==> src/rtl/bfp_pkg.sv <==
package bfp_pkg;
  // stream framing constants
  localparam logic [31:0] BFP_SYNC_WORD = 32'hFFFFBDB3;
  localparam logic [15:0] BFP_SYNC_HIGH = 16'hFFFF;
  localparam logic [31:0] BFP_ONES_WORD = 32'hFFFFFFFF;
  localparam logic [7:0] BFP_ONES_BYTE = 8'hFF;
  localparam logic [7:0] BFP_COMMENT_END = 8'h00;
  localparam logic [31:0] BFP_SIGNATURE_DEF = 32'h5A5A1234; // arbitrary value
  localparam logic [31:0] BFP_DEVICE_ID_DEF = 32'h0000ABCD; // arbitrary value
  // command opcodes
  localparam logic [7:0] BFP_OP_CRC_CLEAR = 8'h3B;
  localparam logic [7:0] BFP_OP_ID_CHECK = 8'hE2;
  localparam logic [7:0] BFP_OP_CTRL0 = 8'h22;
  localparam logic [7:0] BFP_OP_CTRL1 = 8'h23;
  localparam logic [7:0] BFP_OP_ADDR_SET = 8'hB4;
  localparam logic [7:0] BFP_OP_AUTOINC = 8'h82;
  // command word field positions
  localparam int BFP_OP_MSB = 31;
  localparam int BFP_OP_LSB = 24;
  localparam int BFP_CRCFLAG_BIT = 23;
  localparam int BFP_ATEND_BIT = 22;
  localparam int BFP_DUMDEF_BIT = 20;
  localparam int BFP_DUMCNT_MSB = 19;
  localparam int BFP_DUMCNT_LSB = 16;
  localparam int BFP_FCNT_MSB = 15;
  // frame layout
  localparam logic [15:0] BFP_MIB_FRAMES = 16'h0020;
  localparam int BFP_FRAME_BYTES_DEF = 9;
  localparam logic [15:0] BFP_CRC_POLY = 16'h8005;
  localparam logic [15:0] BFP_CRC_INIT = 16'h0000;

  typedef enum logic [2:0] {BFP_ERR_NONE, BFP_ERR_SIG, BFP_ERR_ID, BFP_ERR_CRC, BFP_ERR_CMD} bfp_err_e;

  typedef struct packed {
    logic [31:0] ctrl0;
    logic [31:0] ctrl1;
    logic [15:0] frame_addr;
  } bfp_cfg_s;

  typedef struct packed {
    logic busy;
    logic error;
    logic mib_done;
    bfp_err_e code;
  } bfp_status_s;
endpackage

==> src/rtl/bfp_crc16.sv <==
`timescale 1ns/1ps
// byte-wide crc16 update, msb first
module bfp_crc16
  import bfp_pkg::*;
(
  input wire logic [15:0] crc_in, // running value
  input wire logic [7:0] data_in, // next byte
  output logic [15:0] crc_out // updated value
);
  // one shift per data bit
  always_comb begin
    logic [15:0] c;
    c = crc_in;
    for (int i = 7; i >= 0; i--) begin
      if (c[15] ^ data_in[i]) begin
        c = {c[14:0], 1'b0} ^ BFP_CRC_POLY;
      end else begin
        c = {c[14:0], 1'b0};
      end
    end
    crc_out = c;
  end
endmodule

==> src/rtl/bfp_parser.sv <==
`timescale 1ns/1ps
module bfp_parser
  import bfp_pkg::*;
#(
  parameter logic [31:0] SIGNATURE = BFP_SIGNATURE_DEF, // expected signature
  parameter logic [31:0] DEVICE_ID = BFP_DEVICE_ID_DEF, // own identifier
  parameter int FRAME_BYTES = BFP_FRAME_BYTES_DEF // data bytes per frame
)(
  input wire logic clk, // 20 MHz clock
  input wire logic rst_n, // async reset, active low
  input wire logic start, // restart parse
  input wire logic in_valid, // stream byte present
  input wire logic [7:0] in_data, // stream byte
  output logic in_ready, // byte accepted when valid
  output logic wr_valid, // frame byte write strobe
  output logic [7:0] wr_data, // frame byte
  output logic [15:0] wr_addr, // frame address of write
  output logic frame_ok, // pulse: frame crc matched, or frame accepted unchecked when at-end flag is set
  output bfp_cfg_s cfg, // loaded registers
  output bfp_status_s status // parse status
);
  typedef enum logic [3:0] {
    S_SIG, S_COMMENT, S_SYNC, S_CMD, S_OPER, S_FRAME, S_CRC, S_GAP, S_DONE, S_ERR
  } bfp_state_e;

  bfp_state_e state_r;
  logic [31:0] shift_r;
  logic [2:0] bcnt_r;
  logic [15:0] crc_r;
  logic [15:0] crc_nxt;
  logic [31:0] cmd_r;
  logic [15:0] crcw_r;
  logic [15:0] crc_src;
  logic [1:0] skip_r;
  logic [15:0] frames_left_r;
  logic [3:0] gap_r;
  logic [15:0] dcnt_r;
  logic crc_on_r;
  logic [31:0] word;
  logic take;
  logic word_end;
  logic [15:0] crc_rx;

  bfp_crc16 u_crc (
    .crc_in(crc_src),
    .data_in(in_data),
    .crc_out(crc_nxt)
  );

  assign take = in_valid & in_ready;
  assign word = {shift_r[23:0], in_data};
  assign word_end = (bcnt_r == 3'h3);
  // command words run on a side crc, committed only once known not to be no-ops
  assign crc_src = (state_r == S_CMD && bcnt_r != 3'h0) ? crcw_r : crc_r;
  // received crc, bit reversed on the wire
  always_comb begin
    for (int i = 0; i < 16; i++) begin
      crc_rx[i] = word[15 - i];
    end
  end

  // byte ready unless stopped
  always_ff @(posedge clk or negedge rst_n) begin
    if (!rst_n) begin
      in_ready <= 1'b0;
    end else begin
      in_ready <= (state_r != S_DONE) && (state_r != S_ERR);
    end
  end

  // byte assembly into words
  always_ff @(posedge clk or negedge rst_n) begin
    if (!rst_n) begin
      shift_r <= 32'h0000_0000;
      bcnt_r <= 3'h0;
    end else if (start) begin
      bcnt_r <= 3'h0;
    end else if (take) begin
      shift_r <= word;
      if (state_r == S_COMMENT || state_r == S_SYNC || state_r == S_FRAME || state_r == S_GAP) begin
        bcnt_r <= 3'h0;
      end else if (state_r == S_CRC) begin
        bcnt_r <= (bcnt_r == 3'h1) ? 3'h0 : bcnt_r + 3'h1;
      end else begin
        bcnt_r <= word_end ? 3'h0 : bcnt_r + 3'h1;
      end
    end
  end

  // main parse sequence
  always_ff @(posedge clk or negedge rst_n) begin
    if (!rst_n) begin
      state_r <= S_SIG;
      cmd_r <= 32'h0000_0000;
      crcw_r <= BFP_CRC_INIT;
      skip_r <= 2'h0;
      frames_left_r <= 16'h0000;
      gap_r <= 4'h0;
      dcnt_r <= 16'h0000;
      crc_r <= BFP_CRC_INIT;
      crc_on_r <= 1'b0;
      cfg <= '0;
      status <= '{busy: 1'b0, error: 1'b0, mib_done: 1'b0, code: BFP_ERR_NONE};
      wr_valid <= 1'b0;
      wr_data <= 8'h00;
      wr_addr <= 16'h0000;
      frame_ok <= 1'b0;
    end else if (start) begin
      state_r <= S_SIG;
      crc_r <= BFP_CRC_INIT;
      crc_on_r <= 1'b0;
      status <= '{busy: 1'b1, error: 1'b0, mib_done: 1'b0, code: BFP_ERR_NONE};
      skip_r <= 2'h0;
      wr_valid <= 1'b0;
      frame_ok <= 1'b0;
    end else begin
      wr_valid <= 1'b0;
      frame_ok <= 1'b0;
      // an aborted parse is no longer busy, byte or not
      if (state_r == S_ERR) begin
        status.busy <= 1'b0;
      end
      if (take) begin
        // crc runs only inside included regions; command words commit whole
        if (crc_on_r && state_r != S_CRC && state_r != S_SYNC && state_r != S_CMD) begin
          crc_r <= crc_nxt;
        end
        unique case (state_r)
          S_SIG: begin
            status.busy <= 1'b1;
            if (word_end) begin
              if (word == SIGNATURE) begin
                state_r <= S_COMMENT;
              end else begin
                state_r <= S_ERR;
                status.error <= 1'b1;
                status.code <= BFP_ERR_SIG;
              end
            end
          end
          S_COMMENT: begin
            if (in_data == BFP_COMMENT_END) begin
              state_r <= S_SYNC;
            end
          end
          S_SYNC: begin
            // sliding match: leading ones then pattern
            if (word == BFP_SYNC_WORD && word[31:16] == BFP_SYNC_HIGH) begin
              state_r <= S_CMD;
            end
          end
          S_CMD: begin
            crcw_r <= crc_nxt;
            if (word_end) begin
              cmd_r <= word;
              if (word == BFP_ONES_WORD) begin
                // all-ones word leaves crc alone; the second one after a clear is the id slot
                if (skip_r == 2'h1) begin
                  crc_on_r <= 1'b1;
                end
                if (skip_r != 2'h0) begin
                  skip_r <= skip_r - 2'h1;
                end
              end else begin
                skip_r <= 2'h0;
                if (crc_on_r) begin
                  crc_r <= crc_nxt;
                end
                unique case (word[BFP_OP_MSB:BFP_OP_LSB])
                  BFP_OP_CRC_CLEAR: begin
                    crc_r <= BFP_CRC_INIT;
                    crc_on_r <= 1'b0;
                    skip_r <= 2'h2;
                  end
                  BFP_OP_ID_CHECK, BFP_OP_CTRL0, BFP_OP_CTRL1, BFP_OP_ADDR_SET: begin
                    if (word[BFP_OP_MSB:BFP_OP_LSB] == BFP_OP_ID_CHECK) begin
                      crc_r <= crc_nxt;
                      crc_on_r <= 1'b1;
                    end
                    state_r <= S_OPER;
                  end
                  BFP_OP_AUTOINC: begin
                    if (word[BFP_FCNT_MSB:0] != BFP_MIB_FRAMES) begin
                      state_r <= S_ERR;
                      status.error <= 1'b1;
                      status.code <= BFP_ERR_CMD;
                    end else begin
                      frames_left_r <= word[BFP_FCNT_MSB:0];
                      gap_r <= word[BFP_DUMDEF_BIT] ? word[BFP_DUMCNT_MSB:BFP_DUMCNT_LSB] : 4'h1;
                      dcnt_r <= 16'h0000;
                      state_r <= S_FRAME;
                    end
                  end
                  default: begin
                    state_r <= S_ERR;
                    status.error <= 1'b1;
                    status.code <= BFP_ERR_CMD;
                  end
                endcase
              end
            end
          end
          S_OPER: begin
            if (word_end) begin
              state_r <= S_CMD;
              unique case (cmd_r[BFP_OP_MSB:BFP_OP_LSB])
                BFP_OP_ID_CHECK: begin
                  if (word != DEVICE_ID) begin
                    state_r <= S_ERR;
                    status.error <= 1'b1;
                    status.code <= BFP_ERR_ID;
                  end
                end
                BFP_OP_CTRL0: cfg.ctrl0 <= word;
                BFP_OP_CTRL1: cfg.ctrl1 <= word;
                BFP_OP_ADDR_SET: cfg.frame_addr <= word[BFP_FCNT_MSB:0];
                default: state_r <= S_CMD;
              endcase
            end
          end
          S_FRAME: begin
            wr_valid <= 1'b1;
            wr_data <= in_data;
            wr_addr <= cfg.frame_addr;
            if (dcnt_r == 16'(FRAME_BYTES - 1)) begin
              dcnt_r <= 16'h0000;
              state_r <= S_CRC;
            end else begin
              dcnt_r <= dcnt_r + 16'h0001;
            end
          end
          S_CRC: begin
            if (bcnt_r == 3'h1) begin
              // compare per frame when at-end flag is clear
              if (!cmd_r[BFP_ATEND_BIT] && crc_rx != crc_r) begin
                state_r <= S_ERR;
                status.error <= 1'b1;
                status.code <= BFP_ERR_CRC;
              end else begin
                frame_ok <= 1'b1;
                cfg.frame_addr <= cfg.frame_addr + 16'h0001;
                frames_left_r <= frames_left_r - 16'h0001;
                if (frames_left_r == 16'h0001) begin
                  state_r <= S_DONE;
                  status.busy <= 1'b0;
                  status.mib_done <= 1'b1;
                end else begin
                  state_r <= S_GAP;
                end
              end
            end
          end
          S_GAP: begin
            // gap byte restarts crc for next frame
            crc_r <= BFP_CRC_INIT;
            if (in_data != BFP_ONES_BYTE) begin
              state_r <= S_ERR;
              status.error <= 1'b1;
              status.code <= BFP_ERR_CMD;
            end else if (dcnt_r[3:0] == gap_r - 4'h1) begin
              dcnt_r <= 16'h0000;
              state_r <= S_FRAME;
            end else begin
              dcnt_r <= dcnt_r + 16'h0001;
            end
          end
          S_DONE: state_r <= S_DONE;
          S_ERR: state_r <= S_ERR;
        endcase
      end
    end
  end
endmodule

==> config.mk <==
export PLATFORM = sky130hd
export DESIGN_NAME = bfp_parser
export DESIGN_NICKNAME = d
export VERILOG_FILES = /design/src/rtl/bfp_pkg.sv /design/src/rtl/bfp_crc16.sv /design/src/rtl/bfp_parser.sv
export SDC_FILE = /design/constraint.sdc
export NUM_CORES = 1
export LEC_CHECK = 0
export BUFFER_PORTS_ARGS = -buffer_cell sky130_fd_sc_hd__clkbuf_2
export CORE_MARGIN = 3
export CORE_UTILIZATION = 35
export DETAILED_ROUTE_END_ITERATION = 16
export PLACE_DENSITY_LB_ADDON = 0.1
export SLEW_MARGIN = 20
export SYNTH_ARGS = -nofsm -noshare
export SYNTH_HDL_FRONTEND = slang
export SYNTH_SLANG_ARGS = --single-unit
==> constraint.sdc <==
create_clock -name clk -period 7.3 [get_ports clk]
set_input_delay 1.46 -clock clk [delete_from_list [all_inputs] [get_ports clk]]
set_output_delay 1.46 -clock clk [all_outputs]
set_load 0.05 [all_outputs]
==> summary.txt, run 1 <==
Worst hold path
  – Worst hold path type: flip-flop to flip-flop

Critical path
  – CP Data Arrival Time: around 4.6 ns
  – Worst Setup End Kind: flip-flop
  – CP required: a little under 8 ns
  – Crit start category: input pin
  – Crit Path Class: input pin to flip-flop
  – Worst-path maximum fanout: 18

CTS
  – H-tree levels: 1
  – Max clock buf depth: 3
  – Post-CTS resize count: 0
  – Number of buffers created by CTS: 26
  – CTS tree: built
  – # clock sinks: between 200 and 250
  – Clk root buf: clkbuf_16
  – Clock slew at reported path FFs: 0.06 ns
  – Hold-fix buffers at CTS: 0
  – Worst-skew pair later-pin latency: 0.56 ns
  – Post-CTS Setup Inserts: 0

Synth
  – Distinct cells, synth: a little under 70
  – Post-synth top area share: 0.489
  – Leading area contributor after synthesis: dfrtp_1
  – Main synth FF type: dfrtp_1
  – Syn. warnings: 0
  – Fraction of registers with async set/reset: 1.00
  – Synth cell count leaders: dfrtp_1, nand2_1, nor2_1
  – Synth top area cells: dfrtp_1, mux2_2, nand2_1
  – Sequential area share after synthesis: 0.489
  – Synthesized area: roughly 0.011 mm²
  – Cell with the most instances after synthesis: dfrtp_1
  – Syn avg cell area: roughly 9.9 µm²
  – Post-Synthesis Cells: 1159
  – EDFF count, synth: 0
  – Syn_nets: between 1000 and 1500
  – Number of synthesized register bits: ~220

Floorplanning
  – Row cnt: 65
  – Core ar.: between 0.03 and 0.04 mm²
  – I/O pin cnt: around 130
  – Initial core utilization: 0.359
  – Die Wd: between 150 and 200 µm
  – Die height: around 190 µm
  – Area of the die: 0.0349 mm²

Detailed routing
  – Vias: 9139
  – Final WL: about 34000 µm
  – WL per Instance: around 20 µm
  – Pre-Repair DR Iteration Count: 5
  – DRC Markers: 0
  – Antenna viol nets, final: 0
  – Routed vias/inst: 5.37
  – Iteration-0 DRC Markers: approximately 600

STA
  – Final worst slack: 3.07 ns
  – Fmax: about 0.24 GHz
  – Min Hold Slack: 0.491 ns
  – Final Hold Fails: 0
  – Crit share post-route: 0.580
  – Worst Tran Pin Value: 0.983 ns
  – Post-Route Skew: approximately 0.019 ns
  – Unrepaired setup endpoints after global routing: false
  – Slew margin rel.: 0.343
  – Slew Viols, Final: 0
  – Minimum clock period: about 4.2 ns
  – Setup_tns: 0 ns
  – Final Setup Violations: 0

Global route
  – First-pass GRT wire length: about 55000 µm
  – Total Routing Usage GR: 0.192
  – Vias in the first global route: 9069
  – Grt ovf: 0
  – Largest net degree at the start of global routing: roughly 110
  – Initial antenna violation count: 2

Power and ir drop
  – Leakage power: approximately 6.5 nW
  – Pwr dens: roughly 250 mW/mm²
  – Total power: around 3.3 mW
  – Max VDD drop: between 0.00015 and 0.0002 V

Layout
  – Core Util, Final: 0.418
  – Final nets: roughly 1300
  – Layout cells sized above 1: 0.241
  – Post-Layout Cell Count: around 1700
  – Final Instance Area: 0.0133 mm²
  – P&R area growth vs syn: 16.3%

Placement
  – Placed instance area: about 0.012 mm²
  – Post-placement cell count: ~1700
  – Post-placement setup slack: 2.53 ns
  – RD Place Congestion: 0.879
  – IO buf count: ~120
  – Post-DP HPWL: approximately 23000 µm

Run status
  – Status: complete, no violations

Run
  – Max-cap violation count: 0
-- kinds of logic (layout without fill, tap and decap cells) --
kind of cell,after synthesis,after routing,synth area share
other,0,2,0
muxes,117,117,0.114
AOI/OAI and AO/OA,225,225,0.125
DFF,224,224,0.489
xor gates and xnor gates,43,43,0.0353
adders and majority gates,14,14,0.0153
buffers and inverters,106,212,0.0371
and+or+nand+nor,430,430,0.185
-- registers in the layout, summed over array words and instances, names as in the netlist --
name and flops:
crc_r 16, status 6, wr_addr 16, bcnt_r 3
cfg 80, crc_on_r 1, crcw_r 16, wr_valid 1
state_r 4, wr_data 8, frames_left_r 16, cmd_r 9
frame_ok 1, gap_r 4, dcnt_r 16, skip_r 2
in_ready 1, shift_r 24
-- critical path, cell delays in order --
cell	delay [ns]
clkbuf_2	0.37
nand4_1	0.25
nor3_1	0.23
nand4_1	0.37
and2_1	0.37
a21oi_1	0.15
a311o_1	0.62
or2_1	0.65
o21ai_1	0.15
-- area by class of cell --
cell class | instances | area [µm²]
clock inverter | 13 | 148
tap | 435 | 544
timing repair buffer | 137 | 728
inverter | 28 | 105
sequential | 224 | 5610
multi-input combinational | 829 | 5450
antenna | 2 | 5.00
fill | 3182 | 18600
clock buffer | 34 | 731
-- cell usage in the layout (no fill, tap or decap), types with 4 or more instances in the layout --
cell type / n
a21oi_1: 68
a22oi_1: 4
a31oi_1: 16
and2_1: 4
and3_1: 14
buf_4: 13
clkbuf_16: 26
clkbuf_2: 123
clkbuf_8: 5
clkinv_2: 7
dfrtp_1: 224
ha_1: 14
inv_1: 28
mux2_2: 103
mux2i_1: 13
nand2_1: 134
nand2b_1: 12
nand3_1: 29
nand4_1: 10
nand4b_1: 12
nor2_1: 110
nor2b_1: 19
nor3_1: 24
nor4_1: 22
nor4b_1: 5
o211ai_1: 5
o21ai_0: 46
o21ai_1: 17
o22a_1: 11
o22ai_1: 8
o2bb2ai_1: 12
o31ai_1: 4
o31ai_2: 5
or3_1: 7
or4_1: 8
xnor2_1: 18
xor2_1: 23
-- metal layers --
layer	GRT usage	vias up	part of all wire
li1	-	4305	-
met3	0.0272	39	0.052
met1	0.277	4539	0.48
met2	0.309	256	0.45
met4	0.0401	0	0.017
met5	0	-	0
-- power breakdown --
group,switching (mW),internal [mW]
registers,0.218,1.33
clock network,0.555,0.779
logic,0.294,0.167
-- worst paths after layout --
path / startpoint / end / slack [ns] / cells after the start
max in group asynchronous: rst_n / dcnt_r[15] / 4.89 / 2
worst min-delay path: wr_addr[3] / wr_addr[3] / 0.49 / 2
min in group asynchronous: rst_n / wr_addr[11] / 0.92 / 1
worst max-delay path: in_data[7] / dcnt_r[10] / 3.07 / 9
worst min register to register: wr_addr[3] / wr_addr[3] / 0.49 / 2
worst max register to register: state_r[2] / crc_r[15] / 3.26 / 8
Power figures use the tool's default switching activity.
==> run 2, diff against run 1 <==
clock period = 3.4 ns   (was 7.3 ns; I/O delays follow)
==> run 2 against run 1 <==
  * Register-to-register slack got worse by 3.0 ns
  * Setup slack got worse by 2.8 ns
  * First-iteration DRC count rose by 8.9%
  * Worst hold slack worse by 0.35 ns
  * Final cell count increased by 2.5%
  * Highest routed layer unchanged
  * Clock power is 120% higher
==> summary.txt, run 2 (synthesis gave the netlist of run 1 again) <==
Detailed routing
  – Iteration-0 DRC Markers: 650 (+8.9%)
  – Pre-Repair DR Iteration Count: 7 (+2)
  – Routed vias/inst: 5.37 (about the same)
  – DRC Markers: 0 (unchanged)
  – Vias: 9365 (+2.5%)
  – WL per Instance: 19.9 µm (-0.31%)
  – Antenna viol nets, final: 0 (unchanged)
  – Final WL: 34700 µm (+2.2%)

STA
  – Min Hold Slack: 0.138 ns (-0.353 ns)
  – Final worst slack: 0.310 ns (-2.76 ns)
  – Post-Route Skew: 0.0261 ns (+0.00727 ns)
  – Setup_tns: 0 ns (unchanged)
  – Crit share post-route: 0.909
  – Unrepaired setup endpoints after global routing: false
  – Final Hold Fails: 0 (unchanged)
  – Slew Viols, Final: 0 (unchanged)
  – Final Setup Violations: 0 (unchanged)
  – Fmax: 0.324 GHz
  – Slew margin rel.: 0.492 (+0.149)
  – Worst Tran Pin Value: 0.762 ns (-0.221 ns)
  – Minimum clock period: approximately 3 ns

Critical path
  – Reg2reg end: status[2]
  – Worst setup path endpoint: status[2]
  – Crit path largest cell delay: 0.55 ns (-0.10 ns)
  – Worst-path maximum fanout: 4 (-14)
  – Most used cell, CP: nor4_1
  – Crit-path slowest cell: nor4_1
  – Worst Setup End Kind: flip-flop
  – CP required: 3.82 ns (-3.88 ns)
  – R2R Setup Slk: 0.31 ns (-2.95 ns)
  – Crit-path leading delay family: simple AND/OR/NAND/NOR gates
  – Reg2reg start: shift_r[5]
  – Critical-path cell list: or4_1, nor3_2, nand4_2, nor4_1, o311a_1, nor4_1, a31oi_1, buf_4, mux2_2
  – Cell count along the critical path: 9 (unchanged)
  – Crit Path Class: flip-flop to flip-flop
  – Crit start category: flip-flop
  – CP bufs+invs: 1 (unchanged)
  – Reg2reg path depth: 9 (+1)
  – CP Data Arrival Time: 3.51 ns (-1.12 ns)
  – Critical Path Source: shift_r[5]

Layout
  – Max reg flops: 80 (unchanged)
  – Number of diodes: 0 (-2)
  – Seq. cell area: 0.00561 mm² (unchanged)
  – Largest Register: cfg
  – P&R area growth vs syn: 19.6%
  – Largest registers: cfg (80), shift_r (24)
  – Most frequent cells in the layout: dfrtp_1, nand2_1, clkbuf_2
  – Footprint of the multi-input gates: 0.00544 mm² (-0.14%)
  – # fillers: 3204 (+0.69%)
  – Most common cell after layout, fill and taps aside: dfrtp_1
  – Core Util, Final: 0.430 (+0.0120)
  – Final Instance Area: 0.0137 mm² (+2.9%)
  – Post-Layout Cell Count: 1745 (+2.5%)
  – Layout cells sized above 1: 0.264 (+0.0230)
  – Final nets: 1317 (+3.5%)

Floorplanning
  – I/O pin cnt: 125 (unchanged)
  – Core ar.: 0.0319 mm² (unchanged)
  – Die height: 187 µm (unchanged)
  – Initial core utilization: 0.359 (unchanged)
  – Row cnt: 65 (unchanged)
  – Die Wd: 187 µm (unchanged)
  – Area of the die: 0.0349 mm² (unchanged)

Placement
  – IO buf count: 124 (unchanged)
  – Post-placement setup slack: 0.154 ns (-2.38 ns)
  – Post-DP HPWL: 24500 µm (+6.3%)
  – RD Place Congestion: 0.888 (+1.1%)
  – Placed instance area: 0.0128 mm² (+3.0%)
  – Post-placement cell count: 1697 (+2.7%)

Run
  – Max-cap violation count: 0 (unchanged)

CTS
  – Hold-fix buffers at CTS: 0 (unchanged)
  – Clock slew at reported path FFs: 0.06 ns (about the same)
  – CTS tree: built
  – Post-CTS Setup Inserts: 0 (unchanged)
  – H-tree levels: 1 (unchanged)
  – # clock sinks: 224 (unchanged)
  – Post-CTS resize count: 0 (unchanged)
  – Clk root buf: clkbuf_16
  – Max clock buf depth: 3 (unchanged)
  – Number of buffers created by CTS: 27 (+3.8%)
  – Worst-skew pair later-pin latency: 0.55 ns (about the same)

Run status
  – Status: complete, no violations

Global route
  – First-pass GRT wire length: 55800 µm (+2.3%)
  – Grt ovf: 0 (unchanged)
  – Largest net degree at the start of global routing: 92 (-18%)
  – Total Routing Usage GR: 0.197 (+0.00559)
  – Initial antenna violation count: 0 (-2)
  – Vias in the first global route: 9355 (+3.2%)

Power and ir drop
  – Total power: 7.29 mW (+120%)
  – Leakage power: 6.69 nW (+3.7%)
  – Pwr dens: 532 mW/mm² (+110%)
  – Max VDD drop: 0.000391 V (+140%)

Worst hold path
  – Worst hold path type: input pin to async pin
==> run 2: changes by cell type in the layout (fill, tap and decap cells not counted), sizes merged <==
cell      delta
buf         +44
clkbuf       +6
clkinv       -4
clkinvlp     -2
diode        -2
inv          +1
==> run 2: worst min path at each step <==
stage	slack (ns)	from	end	cells past startpoint
6_report	0.14	rst_n	wr_addr[11]	1
5_1_grt	0.19	rst_n	wr_addr[1]	1
4_1_cts	0.17	rst_n	wr_addr[1]	1
3_5_place_dp	0.48	wr_addr[3]	wr_addr[3]	2
3_3_place_gp	0.47	wr_addr[3]	wr_addr[3]	2
2_1_floorplan	0.38	rst_n	bcnt_r[0]	0
==> run 2: area by class of cell <==
type,count,share of cell area
sequential,224,0.409
multi-input combinational,829,0.397
timing repair buffer,181,0.0809
clock buffer,40,0.0573
tap,435,0.0397
clock inverter,8,0.00785
inverter,28,0.00767
==> run 2: power by group <==
part	internal, mW	leakage (nW)	total (mW)	switching, mW
sequential	2.85	3.07	3.23	0.382
clock	1.75	0.438	2.89	1.15
combinational	0.427	3.19	1.16	0.735
==> run 2: routing by layer <==
metal,part of all wire,up-vias,track usage,routed length (µm)
li1,-,4393,-,-
met1,0.47,4681,0.282,16300
met2,0.46,242,0.315,15900
met3,0.045,49,0.0283,1570
met4,0.028,0,0.0547,958
met5,0,-,0,0
==> run 3, diff against run 2 <==
ABC_AREA = 1   (was unset)
MAX_ROUTING_LAYER = met4   (was unset)
==> run 3 against run 2 <==
  * Clock skew hardly changed
  * Combinational power is 79% higher
  * Sequential power is 11% higher
  * Clock power is 4% higher
  * Global-route usage is 2.0 points higher
  * Cell area is 2.0% higher
  * Routed wire length is 9.7% higher
  * First-iteration DRC count is 27% higher
  * Highest routed layer unchanged
==> summary.txt, run 3 <==
Run status
  – Status: complete, no violations

Critical path
  – CP Data Arrival Time: 3.20 ns (-0.31 ns)
  – Crit Path Class: flip-flop to flip-flop
  – CP required: 3.80 ns (-0.02 ns)
  – Worst-path maximum fanout: 8 (+4)
  – Reg2reg start: gap_r[0]
  – Reg2reg path depth: 8 (-1)
  – Worst Setup End Kind: flip-flop
  – Reg2reg end: dcnt_r[15]
  – R2R Setup Slk: 0.60 ns (+0.29 ns)
  – Crit start category: flip-flop
  – Critical Path Source: gap_r[0]

Layout
  – Most frequent cells in the layout: nand2_1, dfrtp_1, o21ai_0
  – Number of diodes: 0 (unchanged)
  – P&R area growth vs syn: 18.2%
  – Most common cell after layout, fill and taps aside: nand2_1
  – Largest Register: cfg
  – Final Instance Area: 0.0140 mm² (+2.0%)
  – Layout cells sized above 1: 0.156 (-0.108)
  – Max reg flops: 80 (unchanged)
  – Final nets: 1662 (+26%)
  – Largest registers: cfg (80), shift_r (24)

Synth
  – Sequential area share after synthesis: 0.474 (-0.0152)
  – Syn. warnings: 0 (unchanged)
  – Main synth FF type: dfrtp_1
  – Fraction of registers with async set/reset: 1.00 (unchanged)
  – Distinct cells, synth: 57 (-17%)
  – Synth top area cells: dfrtp_1, nand2_1, o21ai_0
  – Syn_nets: 1534 (+29%)
  – EDFF count, synth: 0 (unchanged)
  – Post-synth top area share: 0.474 (-0.0152)
  – Number of synthesized register bits: 224 (unchanged)
  – Syn avg cell area: 7.84 µm² (-21%)
  – Leading area contributor after synthesis: dfrtp_1
  – Synth cell count leaders: nand2_1, dfrtp_1, o21ai_0
  – Synthesized area: 0.0118 mm² (+3.2%)
  – Cell with the most instances after synthesis: nand2_1
  – Post-Synthesis Cells: 1508 (+30%)

Worst hold path
  – Worst hold path type: input pin to async pin

Power and ir drop
  – Leakage power: 6.71 nW (+0.21%)
  – Total power: 8.67 mW (+19%)
  – Pwr dens: 620 mW/mm² (+17%)
  – Max VDD drop: 0.000443 V (+13%)

Detailed routing
  – Routed vias/inst: 5.08 (-5.3%)
  – Iteration-0 DRC Markers: 825 (+27%)
  – Antenna viol nets, final: 0 (unchanged)
  – Pre-Repair DR Iteration Count: 5 (-2)
  – WL per Instance: 18.1 µm (-8.8%)
  – Vias: 10700 (+14%)
  – DRC Markers: 0 (unchanged)
  – Final WL: 38100 µm (+9.7%)

Floorplanning
  – Area of the die: 0.0360 mm² (+3.1%)
  – Core ar.: 0.0329 mm² (+3.4%)
  – Die Wd: 190 µm (+1.5%)
  – Initial core utilization: 0.359 (-0.000489)
  – Row cnt: 66 (+1.5%)
  – Die height: 190 µm (+1.5%)
  – I/O pin cnt: 125 (unchanged)

Placement
  – IO buf count: 124 (unchanged)
  – Placed instance area: 0.0130 mm² (+1.7%)
  – RD Place Congestion: 0.883 (-0.64%)
  – Post-placement setup slack: 0.428 ns (+0.275 ns)
  – Post-DP HPWL: 28400 µm (+16%)

STA
  – Unrepaired setup endpoints after global routing: false
  – Final Setup Violations: 0 (unchanged)
  – Final worst slack: 0.600 ns (+0.290 ns)
  – Min Hold Slack: 0.116 ns (-0.0220 ns)
  – Slew margin rel.: 0.552 (+0.0601)
  – Fmax: 0.357 GHz (+10%)
  – Worst Tran Pin Value: 0.665 ns (-0.0971 ns)
  – Post-Route Skew: 0.0264 ns (+0.000285 ns)
  – Crit share post-route: 0.824 (-0.0854)
  – Setup_tns: 0 ns (unchanged)
  – Minimum clock period: 2.80 ns (-0.290 ns)
  – Final Hold Fails: 0 (unchanged)
  – Slew Viols, Final: 0 (unchanged)

CTS
  – Worst-skew pair later-pin latency: 0.56 ns (about the same)
  – Post-CTS resize count: 0 (unchanged)
  – Max clock buf depth: 3 (unchanged)
  – Clock slew at reported path FFs: 0.06 ns (about the same)
  – CTS tree: built
  – Number of buffers created by CTS: 28 (+3.7%)
  – # clock sinks: 224 (unchanged)
  – Post-CTS Setup Inserts: 0 (unchanged)
  – Clk root buf: clkbuf_16
  – Hold-fix buffers at CTS: 0 (unchanged)
  – H-tree levels: 1 (unchanged)

Global route
  – Met3 Usage GRT: 0.0295 (+0.00118)
  – Grt ovf: 0 (unchanged)
  – Largest net degree at the start of global routing: 84 (-8.7%)
  – Most Crowded Layer GR: met1
  – GRT met1 Usage: 0.324 (+0.0414)
  – First-pass GRT wire length: 60400 µm (+8.3%)
  – Vias in the first global route: 10100 (+7.8%)
  – Initial antenna violation count: 0 (unchanged)
  – M2 GR Usage: 0.319 (+0.00488)
  – Total Routing Usage GR: 0.218 (+0.0202)

Run
  – Max-cap violation count: 0 (unchanged)
[run 3: critical path, cell delays in order, from the launching register on]
cell	delay, ns
dfrtp_1	0.44
inv_1	0.09
ha_1	0.31
xor2_1	0.14
o21ai_0	0.09
nor4_1	0.56
o21bai_1	0.35
nor2_1	0.52
nor3_1	0.13
[run 3: per-stage QoR]
stage	std cells	utilization
6_report	2098	0.424
5_1_grt	2098	0.424
4_1_cts	2098	0.424
3_5_place_dp	2048	0.395
3_3_place_gp	2048	0.395
2_1_floorplan	1508	-
[run 3: routing by layer]
| metal | vias up | wire length, µm | share of wire |
|---|---|---|---|
| met1 | 5068 | 18700 | 0.49 |
| met4 | 0 | 718 | 0.019 |
| met3 | 49 | 2230 | 0.059 |
| met2 | 317 | 16400 | 0.43 |
| li1 | 5230 | - | - |
| met5 | - | 0 | 0 |
[run 3: worst max-delay path by stage]
stage / end / slack [ns] / cells after the start
after floorplan: frames_left_r[14] / 1.06 / 14
final: dcnt_r[15] / 0.60 / 8
after detailed placement: dcnt_r[15] / 0.43 / 9
after global routing: crc_r[15] / 0.30 / 20
after CTS: dcnt_r[15] / 0.53 / 8
after global placement: dcnt_r[15] / 0.48 / 9
[run 3: logic make-up after synthesis]
logic type / Yosys count / synth area share
simple gates: 677 / 0.252
compound gates: 312 / 0.148
buf+inv: 239 / 0.0793
flops: 224 / 0.474
xor+xnor: 41 / 0.0310
fa+ha+maj: 14 / 0.0148
mux: 1 / 0.000847
[run 3: power by group]
part	switching, mW	leakage [nW]	total [mW]	internal (mW)
logic	1.47	3.33	2.08	0.607
registers	0.535	2.91	3.58	3.05
clock network	1.20	0.466	3.01	1.81
[run 3: area by class of cell]
class,instances,area (µm²)
inverter,182,686
clock inverter,9,104
sequential,224,5610
tap,442,553
timing repair buffer,155,888
clock buffer,41,850
fill,3402,19000
multi-input combinational,1045,5290
